[config.mk]
export PLATFORM = sky130hd
export DESIGN_NAME = pll_synth_config_control
export DESIGN_NICKNAME = d
export VERILOG_FILES = /design/src/logic/pll_cfg_pkg.sv /design/src/logic/cfg_byte_store.sv /design/src/logic/pll_synth_config_control.sv
export SDC_FILE = /design/constraint.sdc
export NUM_CORES = 1
export LEC_CHECK = 0
export BUFFER_PORTS_ARGS = -buffer_cell sky130_fd_sc_hd__buf_4
export CAP_MARGIN = 25
export CORE_UTILIZATION = 45
export CTS_CLUSTER_SIZE = 8
export DETAILED_ROUTE_END_ITERATION = 10
export PLACE_DENSITY = 0.7
export SYNTH_ARGS = -nofsm -noshare
export SYNTH_HDL_FRONTEND = slang
export SYNTH_SLANG_ARGS = --single-unit
[constraint.sdc]
create_clock -name ref_clk -period 3.1 [get_ports ref_clk]
set_input_delay 0.62 -clock ref_clk [delete_from_list [all_inputs] [get_ports ref_clk]]
set_output_delay 0.62 -clock ref_clk [all_outputs]
set_load 0.02 [all_outputs]
[src/logic/pll_cfg_pkg.sv]
// constants for the three-pll synthesizer configuration block
// assumes a byte-wide register port fed by an smbus slave engine elsewhere
package pll_cfg_pkg;

    // ------------------------------------------------------------
    // register map
    // ------------------------------------------------------------
    localparam int NUM_BYTES = 27;
    localparam int ADDR_W = 5;
    localparam logic [4:0] OFS_ID = 5'h00;
    localparam logic [4:0] OFS_PLL1_M = 5'h01;
    localparam logic [4:0] OFS_PLL1_N = 5'h02;
    localparam logic [4:0] OFS_BYPASS = 5'h03;
    localparam logic [4:0] OFS_PLL2_M = 5'h04;
    localparam logic [4:0] OFS_PLL2_N = 5'h05;
    localparam logic [4:0] OFS_RANGE = 5'h06;
    localparam logic [4:0] OFS_PLL3_M = 5'h07;
    localparam logic [4:0] OFS_PLL3_N = 5'h08;
    localparam logic [4:0] OFS_SEL_P0 = 5'h09;
    localparam logic [4:0] OFS_CTL = 5'h0A;
    localparam logic [4:0] OFS_SRC = 5'h0B;
    localparam logic [4:0] OFS_PWR = 5'h0C;
    localparam logic [4:0] OFS_SSC = 5'h19;

    // ------------------------------------------------------------
    // field positions
    // ------------------------------------------------------------
    localparam int HI_SEL_LSB = 5;      // bits 7:5 of bytes 3, 6, 9, 10
    localparam int N_HI_LSB = 1;        // n[11:8] in bits 4:1
    localparam int M_MSB_BIT = 0;       // m[8] in bit 0
    localparam int CLKSEL_BIT = 4;
    localparam int BCFG_LSB = 2;
    localparam int ACFG_LSB = 0;
    localparam int SRC_LSB = 6;
    localparam int PD_BIT = 6;
    localparam int SSC_MOD_LSB = 4;
    localparam int SEL_LO_LSB = 0;
    localparam int SEL_MID_LSB = 3;

    // ------------------------------------------------------------
    // codes
    // ------------------------------------------------------------
    localparam logic [1:0] ACFG_POWER_DOWN = 2'h0;
    localparam logic [1:0] ACFG_TEST_BYPASS = 2'h1;
    localparam logic [1:0] ACFG_CLK_SELECT = 2'h2;
    localparam logic [1:0] BCFG_FORCE_LOW = 2'h0;
    localparam logic [1:0] BCFG_HIZ = 2'h1;
    localparam logic [1:0] SRC_CRYSTAL = 2'h0;
    localparam logic [1:0] SRC_SINGLE = 2'h1;
    localparam logic [1:0] SRC_DIFF = 2'h2;

    // ------------------------------------------------------------
    // power-up values
    // ------------------------------------------------------------
    localparam logic [7:0] RST_PLL1_M = 8'h01;
    localparam logic [7:0] RST_PLL1_N = 8'h08;
    localparam logic [7:0] RST_BYPASS = 8'h00;
    localparam logic [7:0] RST_PLL2_M = 8'h1B;
    localparam logic [7:0] RST_PLL2_N = 8'hFA;
    localparam logic [7:0] RST_RANGE = 8'hE0;
    localparam logic [7:0] RST_PLL3_M = 8'h77;
    localparam logic [7:0] RST_PLL3_N = 8'h40;
    localparam logic [7:0] RST_SEL_P0 = 8'h59;
    localparam logic [7:0] RST_CTL = 8'h80;
    localparam logic [7:0] RST_SRC = 8'h09;
    localparam logic [7:0] RST_PWR = 8'h09;

    function automatic logic [7:0] reset_byte(input int idx);
        case (idx)
            1: reset_byte = RST_PLL1_M;
            2: reset_byte = RST_PLL1_N;
            3: reset_byte = RST_BYPASS;
            4: reset_byte = RST_PLL2_M;
            5: reset_byte = RST_PLL2_N;
            6: reset_byte = RST_RANGE;
            7: reset_byte = RST_PLL3_M;
            8: reset_byte = RST_PLL3_N;
            9: reset_byte = RST_SEL_P0;
            10: reset_byte = RST_CTL;
            11: reset_byte = RST_SRC;
            12: reset_byte = RST_PWR;
            default: reset_byte = 8'h00;
        endcase
    endfunction

endpackage

[src/logic/cfg_byte_store.sv]
// byte-wide configuration store with registered read data
// assumes writes and reads arrive on ref_clk from the smbus engine
`timescale 1ns/100ps
`default_nettype none
module cfg_byte_store #(
    parameter int DEPTH = pll_cfg_pkg::NUM_BYTES,
    parameter int AW = pll_cfg_pkg::ADDR_W
) (
    input wire logic ref_clk,
    input wire logic rst_n,
    input wire logic wr_en,
    input wire logic rd_en,
    input wire logic [AW-1:0] addr,
    input wire logic [7:0] wdata,
    output logic [7:0] rdata_reg,
    output logic [DEPTH*8-1:0] bytes_flat
);
    logic [7:0] mem_reg [DEPTH];

    // ------------------------------------------------------------
    // storage; byte 0 is never written here
    // ------------------------------------------------------------
    always_ff @(posedge ref_clk) begin
        for (int i = 0; i < DEPTH; i++) begin
            if (!rst_n) begin
                mem_reg[i] <= pll_cfg_pkg::reset_byte(i);
            end else if (wr_en && i != 0 && int'(addr) == i) begin
                mem_reg[i] <= wdata;
            end
        end
    end

    always_ff @(posedge ref_clk) begin
        if (!rst_n) begin
            rdata_reg <= 8'h00;
        end else if (rd_en) begin
            rdata_reg <= (int'(addr) < DEPTH) ? mem_reg[addr] : 8'h00;
        end
    end

    always_comb begin
        for (int i = 0; i < DEPTH; i++) begin
            bytes_flat[i*8 +: 8] = mem_reg[i];
        end
    end
endmodule
`default_nettype wire

[src/logic/pll_synth_config_control.sv]
// configuration and control decode of a three-pll clock synthesizer
// assumes an smbus slave engine on ref_clk drives the byte register port
//
// What this block does
// - read-only id byte: maker code in bits 3:0, revision in 7:4
// - id byte answers only single-byte reads; host must not block-read it
// - all other bytes are writable and read back the last written value
// - 9-bit reference dividers, ratio 1..511, defaults 1, 27, 375
// - 12-bit feedback dividers, ratio 1..4095, defaults 8, 250, 3136
// - byte 3 bits 7:5 bypass each vco when set, default zero
// - byte 6 bits 7:5 pick high vco range when set, default one
// - six 3-bit post-divider source selectors with documented defaults
// - ssc bypass powers down pll2 spread path, holds its output low
// - control a code 00 low: power down plls, input stage, outputs hi-z
// - control a code 01 low: bypass pll and dividers, outputs stay active
// - control a code 10: its level picks input clock over register bit
// - power-down from control a beats control b hi-z or force-low
// - input clock pick has no effect in crystal or differential mode
// - source field: 00 crystal, 01 two single-ended, 10 differential
`timescale 1ns/100ps
`default_nettype none
module pll_synth_config_control #(
    parameter logic [3:0] MAKER_CODE = 4'h5,      // arbitrary value
    parameter logic [3:0] REVISION_CODE = 4'h2,   // arbitrary value
    parameter logic [2:0] SSC_BYPASS_CODE = 3'h0
) (
    input wire logic ref_clk,
    input wire logic rst_n,
    input wire logic reg_wr_en,
    input wire logic reg_rd_en,
    input wire logic reg_rd_single,
    input wire logic [4:0] reg_addr,
    input wire logic [7:0] reg_wdata,
    output logic [7:0] reg_rdata,
    output logic reg_rd_valid,
    input wire logic control_input_a,
    input wire logic control_input_b,
    output logic [26:0] pll_ref_div,
    output logic [35:0] pll_fb_div,
    output logic [2:0] vco_bypass_bit,
    output logic [2:0] vco_range_bit,
    output logic [17:0] postdiv_source_sel,
    output logic [2:0] pll_power_down,
    output logic input_stage_power_down,
    output logic full_bypass,
    output logic outputs_hiz,
    output logic outputs_force_low,
    output logic clock_input_one_sel,
    output logic crystal_mode,
    output logic differential_mode,
    output logic ssc_power_down,
    output logic ssc_out_hold_low
);
    localparam int NB = pll_cfg_pkg::NUM_BYTES;

    logic [NB*8-1:0] bytes_flat;
    logic [7:0] store_rdata;
    logic a_meta_reg, a_sync_reg, b_meta_reg, b_sync_reg;
    logic id_read_reg, blank_read_reg;

    function automatic logic [7:0] byte_at(input logic [NB*8-1:0] v, input logic [4:0] ofs);
        byte_at = v[ofs*8 +: 8];
    endfunction

    cfg_byte_store #(
        .DEPTH(NB),
        .AW(pll_cfg_pkg::ADDR_W)
    ) u_store (
        .ref_clk(ref_clk),
        .rst_n(rst_n),
        .wr_en(reg_wr_en),
        .rd_en(reg_rd_en),
        .addr(reg_addr),
        .wdata(reg_wdata),
        .rdata_reg(store_rdata),
        .bytes_flat(bytes_flat)
    );

    // ------------------------------------------------------------
    // register read path
    // ------------------------------------------------------------
    always_ff @(posedge ref_clk) begin
        if (!rst_n) begin
            reg_rd_valid <= 1'b0;
            id_read_reg <= 1'b0;
            blank_read_reg <= 1'b0;
        end else begin
            reg_rd_valid <= reg_rd_en;
            id_read_reg <= reg_rd_en && reg_addr == pll_cfg_pkg::OFS_ID && reg_rd_single;
            // block read of byte 0 returns zero
            blank_read_reg <= reg_rd_en && ((reg_addr == pll_cfg_pkg::OFS_ID && !reg_rd_single)
                || int'(reg_addr) >= NB);
        end
    end

    // other bytes read back from the store
    assign reg_rdata = id_read_reg ? {REVISION_CODE, MAKER_CODE} : (blank_read_reg ? 8'h00 : store_rdata);

    // ------------------------------------------------------------
    // pin synchronisers
    // ------------------------------------------------------------
    always_ff @(posedge ref_clk) begin
        if (!rst_n) begin
            a_meta_reg <= 1'b1;
            a_sync_reg <= 1'b1;
            b_meta_reg <= 1'b1;
            b_sync_reg <= 1'b1;
        end else begin
            a_meta_reg <= control_input_a;
            a_sync_reg <= a_meta_reg;
            b_meta_reg <= control_input_b;
            b_sync_reg <= b_meta_reg;
        end
    end

    // ------------------------------------------------------------
    // decode of configuration bytes
    // ------------------------------------------------------------
    logic [7:0] b_byp, b_rng, b_p0, b_ctl, b_src, b_pwr, b_ssc;
    logic [1:0] acfg, bcfg, src;
    logic pd_any, test_byp, single_mode;
    always_comb begin
        b_byp = byte_at(bytes_flat, pll_cfg_pkg::OFS_BYPASS);
        b_rng = byte_at(bytes_flat, pll_cfg_pkg::OFS_RANGE);
        b_p0 = byte_at(bytes_flat, pll_cfg_pkg::OFS_SEL_P0);
        b_ctl = byte_at(bytes_flat, pll_cfg_pkg::OFS_CTL);
        b_src = byte_at(bytes_flat, pll_cfg_pkg::OFS_SRC);
        b_pwr = byte_at(bytes_flat, pll_cfg_pkg::OFS_PWR);
        b_ssc = byte_at(bytes_flat, pll_cfg_pkg::OFS_SSC);
        acfg = b_ctl[pll_cfg_pkg::ACFG_LSB +: 2];
        bcfg = b_ctl[pll_cfg_pkg::BCFG_LSB +: 2];
        src = b_src[pll_cfg_pkg::SRC_LSB +: 2];
        // power down on control a low
        pd_any = (acfg == pll_cfg_pkg::ACFG_POWER_DOWN && !a_sync_reg) || b_pwr[pll_cfg_pkg::PD_BIT];
        // production-test bypass on control a low
        test_byp = acfg == pll_cfg_pkg::ACFG_TEST_BYPASS && !a_sync_reg;
        single_mode = src == pll_cfg_pkg::SRC_SINGLE;
    end

    // divider fields assemble from a low byte plus the high bits of a shared byte
    // reference and feedback dividers
    always_ff @(posedge ref_clk) begin
        if (!rst_n) begin
            pll_ref_div <= {9'h177, 9'h01B, 9'h001};
            pll_fb_div <= {12'hC40, 12'h0FA, 12'h008};
        end else begin
            for (int i = 0; i < 3; i++) begin
                pll_ref_div[i*9 +: 9] <= {bytes_flat[(3*i+3)*8 + pll_cfg_pkg::M_MSB_BIT],
                    bytes_flat[(3*i+1)*8 +: 8]};
                pll_fb_div[i*12 +: 12] <= {bytes_flat[(3*i+3)*8 + pll_cfg_pkg::N_HI_LSB +: 4],
                    bytes_flat[(3*i+2)*8 +: 8]};
            end
        end
    end

    always_ff @(posedge ref_clk) begin
        if (!rst_n) begin
            vco_bypass_bit <= 3'h0;
            vco_range_bit <= 3'h7;
            postdiv_source_sel <= 18'h09262;
        end else begin
            vco_bypass_bit <= {b_byp[5], b_byp[6], b_byp[7]};
            vco_range_bit <= {b_rng[5], b_rng[6], b_rng[7]};
            // post-divider sources p0..p5, three bits each
            postdiv_source_sel <= {b_pwr[pll_cfg_pkg::SEL_MID_LSB +: 3], b_pwr[pll_cfg_pkg::SEL_LO_LSB +: 3],
                b_src[pll_cfg_pkg::SEL_MID_LSB +: 3], b_src[pll_cfg_pkg::SEL_LO_LSB +: 3],
                b_ctl[pll_cfg_pkg::HI_SEL_LSB +: 3], b_p0[pll_cfg_pkg::HI_SEL_LSB +: 3]};
        end
    end

    // ------------------------------------------------------------
    // power, bypass and output state
    // ------------------------------------------------------------
    always_ff @(posedge ref_clk) begin
        if (!rst_n) begin
            pll_power_down <= 3'h0;
            input_stage_power_down <= 1'b0;
            full_bypass <= 1'b0;
            outputs_hiz <= 1'b0;
            outputs_force_low <= 1'b0;
            // byte 25 powers up as zero, so the reset decode matches the default byte
            ssc_power_down <= SSC_BYPASS_CODE == 3'h0;
            ssc_out_hold_low <= SSC_BYPASS_CODE == 3'h0;
        end else begin
            pll_power_down <= {3{pd_any || test_byp}};
            input_stage_power_down <= pd_any;
            full_bypass <= test_byp && !pd_any;
            // power-down wins over control b states
            outputs_hiz <= pd_any || (bcfg == pll_cfg_pkg::BCFG_HIZ && !b_sync_reg);
            outputs_force_low <= !pd_any && bcfg == pll_cfg_pkg::BCFG_FORCE_LOW && !b_sync_reg;
            // spread path off and low under ssc bypass
            ssc_power_down <= b_ssc[pll_cfg_pkg::SSC_MOD_LSB +: 3] == SSC_BYPASS_CODE || pd_any || test_byp;
            ssc_out_hold_low <= b_ssc[pll_cfg_pkg::SSC_MOD_LSB +: 3] == SSC_BYPASS_CODE || pd_any || test_byp;
        end
    end

    // the input pick is forced to zero outside single-ended mode so nothing downstream toggles
    always_ff @(posedge ref_clk) begin
        if (!rst_n) begin
            clock_input_one_sel <= 1'b0;
            crystal_mode <= 1'b1;
            differential_mode <= 1'b0;
        end else begin
            crystal_mode <= src == pll_cfg_pkg::SRC_CRYSTAL;
            differential_mode <= src == pll_cfg_pkg::SRC_DIFF;
            // control a level overrides register bit
            // ignored in crystal or differential mode
            clock_input_one_sel <= single_mode && ((acfg == pll_cfg_pkg::ACFG_CLK_SELECT) ? a_sync_reg
                : b_ctl[pll_cfg_pkg::CLKSEL_BIT]);
        end
    end
endmodule
`default_nettype wire

==> results.md <==
* Share of cells above drive strength 1 at 0.213
* Layout Nets at ~1200
* Period minus WS final at about 2200 ps
* Pwr dens at between 600 and 700 mW/mm2
* Crit-path max cell delay at 340 ps
* Multi-input gate area at roughly 0.0044 mm2
* Drt pass-1 iters at 5
* Count leader, synth: and2_1
* Top cell type's share of synthesized area at 0.471
* Num CTS Buffers at 45
* Synthesized net count at roughly 1000
* Max-cap violation count at 0
* Worst hold slack at roughly 280 ps
* CP endpoint kind: primary output
* Vias in the first global route at 8465
* CP max FO at 5
* Synth Register Bits at 319
* Sw frac at 0.233
* Setup crit start kind: flop
* Via density per instance at ~5.3
* Synthesized area per cell at ~13 um2
* CP max-delay cell: dfxtp_1
* Reg area at 0.00847 mm2
* Clk_skew at 32.8 ps
* Root Buffer: clkbuf_16
* Cell Area, Synth at between 0.01 and 0.015 mm2
* Core area at between 0.02 and 0.03 mm2
* CTS sink cnt at 319
* Hold Buf Count CTS at 0
* Setup total negative slack at 0 ps
* Number of synthesized flops with an enable pin at between 200 and 250
* Leakage at roughly 6.1 nW
* Gpl congestion at a little under 0.9
* Drt drc at 0
* Die Area at between 0.03 and 0.04 mm2
* Die Span Y at ~170 um
* Top-Level Pins at approximately 130
* Drt initial violations at 879
* Max-slew violations at 0
* Cell family with most CP delay: simple AND/OR/NAND/NOR gates
* Num rows at 62
* Routed len/inst at around 21 um
* Post-DP HPWL at 22000 um
* CTS max path bufs at 3
* Fillcell total at between 2000 and 2500
* First-pass GRT wire length at about 50000 um
* PortBufs at 127
* Die Span X at around 170 um
* GRT Total Usage at 0.220
* Top cells by area, synth: edfxtp_1 47%, dfxtp_1 17%, and2_1 11%
* Grt total ovfl at 0
* Largest net degree at the start of global routing at a little under 60
* Worst-path cell chain: nor2_1, and2_1, buf_4
* Max reg flops at ~210
* Synth async-reset ratio at 0
* Outcome: complete, no violations
* Synth-to-layout area growth at 19.9%
* Synth top cells by count: 239 x and2_1, 208 x edfxtp_1, 111 x dfxtp_1
* Worst-path clk slew at roughly 50 ps
* Clock share of power at 0.436
* H-tree depth at 2
* Buf/Inv on CP at 1
* Worst EP required at about 2500 ps
* Gate power share at 0.085
* Final Hold Viols at 0
* Yosys top cell by area: edfxtp_1
* Internal power at 7.82 mW
* Prevailing post-synth register cell: edfxtp_1
* Sequential power share at 0.479
* Post-synthesis sequential area ratio at 0.639
* DRT antenna net count at 0
* # setup viols final at 0
* Period Utilization, post-route at 0.718
* Synth cell types at 52
* Worst Max-Slew Pin Slew at between 600 and 700 ps
* RSZ-0062 raised after global routing: false
* Post_cts resized at 0
* Max Freq at between 400 and 500 MHz
* Clock tree from TritonCTS: built
* Hold/Removal Path Class: primary input to flop
* WS Path Type: flop to primary output
* Worst vdd ir at around 0.00034 V
* Final Core Density at 0.551
* Initial antenna violation count at 0
* Sw power at 2.37 mW
* Post-Syn Instances at between 1000 and 1500
* Clock insertion delay at the later pin of the skew report at roughly 550 ps
* Final WL at about 33000 um
* Initial Util at 0.459
* Post-CTS Setup Bufs at 0
* Worst Path Arrival at roughly 1600 ps
* Synth warn at 0
* Via count at ~8500
* Diodes inserted at 0
* Max_slew headroom at 0.560
power by group through the flow:
stage / registers [mW] / logic [mW] / clock network, mW
3_3_place_gp: 4.95 / 0.855 / 0
6_report: 4.88 / 0.867 / 4.45
5_1_grt: 4.90 / 0.920 / 4.71
3_5_place_dp: 4.96 / 0.864 / 0
4_1_cts: 4.88 / 0.868 / 4.50
2_1_floorplan: 5.00 / 0.438 / 0
final timing paths:
kind                                from                   end  slack (ps)  cells past startpoint
hold reg to reg               a_meta_reg            a_sync_reg         410                      1
setup / recovery             id_read_reg          reg_rdata[4]         880                      3
setup reg to reg  u_store.mem_reg[12][6]  u_store.rdata_reg[6]        1530                      4
hold / removal           control_input_a            a_meta_reg         280                      2
worst reg2reg max path: cells and delay by family, from the launching register on:
family / cells / cell delay, ps
AOI/OAI and AO/OA: 2 / 350
DFF: 1 / 530
muxes: 1 / 330
and+or+nand+nor: 1 / 230
layer usage:
metal,share of wire,GRT usage,vias up
met5,0,0,-
met4,0.036,0.0914,0
met3,0.082,0.0423,76
met2,0.47,0.353,380
met1,0.41,0.294,4074
li1,-,-,3929
through the flow:
| stage | worst slack, ps | cell area (um2) | power [mW] | cells |
|---|---|---|---|---|
| 6_report | 875 | 15900 | 10.2 | 1584 |
| 5_1_grt | 796 | 15900 | 10.5 | 1584 |
| 4_1_cts | 875 | 15900 | 10.3 | 1584 |
| 3_5_place_dp | 408 | 14600 | 5.82 | 1503 |
| 3_3_place_gp | 452 | 14600 | 5.81 | 1503 |
| 2_1_floorplan | 575 | 13300 | 5.44 | 1023 |
placed cells by master, fill, tap and decap left out, types with 3 or more instances in the layout:
master     count
mux2i_1       57
nand3_1       18
nand2_1       29
inv_1          3
a221o_1        5
edfxtp_1     208
mux2_2        16
clkbuf_1      33
or3_1         34
a21o_1         4
a32oi_1        5
a22oi_1       21
dfxtp_1      111
and2_1       239
clkbuf_16     45
and3_1         4
mux4_2        13
nor2_1        42
a211oi_1       5
buf_4        170
nor2b_1       11
nor3_1         5
nand2b_1      43
a21oi_1        4
a221oi_1       6
o21ai_0       27
o211ai_1       8
kinds of logic (layout without fill, tap and decap cells):
family,count (synthesis),in the layout,share of synthesized area
simple gates,439,439,0.194
flops,319,319,0.639
compound gates,102,102,0.0562
mux,86,86,0.0788
buf+inv,77,254,0.0319
cell type report:
class | instances | share of cell area
sequential | 319 | 0.533
multi-input combinational | 627 | 0.274
timing repair buffer | 170 | 0.0803
clock buffer | 78 | 0.0787
tap | 384 | 0.0302
clock inverter | 3 | 0.00260
inverter | 3 | 0.000709
Note: power is estimated with default switching activity, not from simulation.
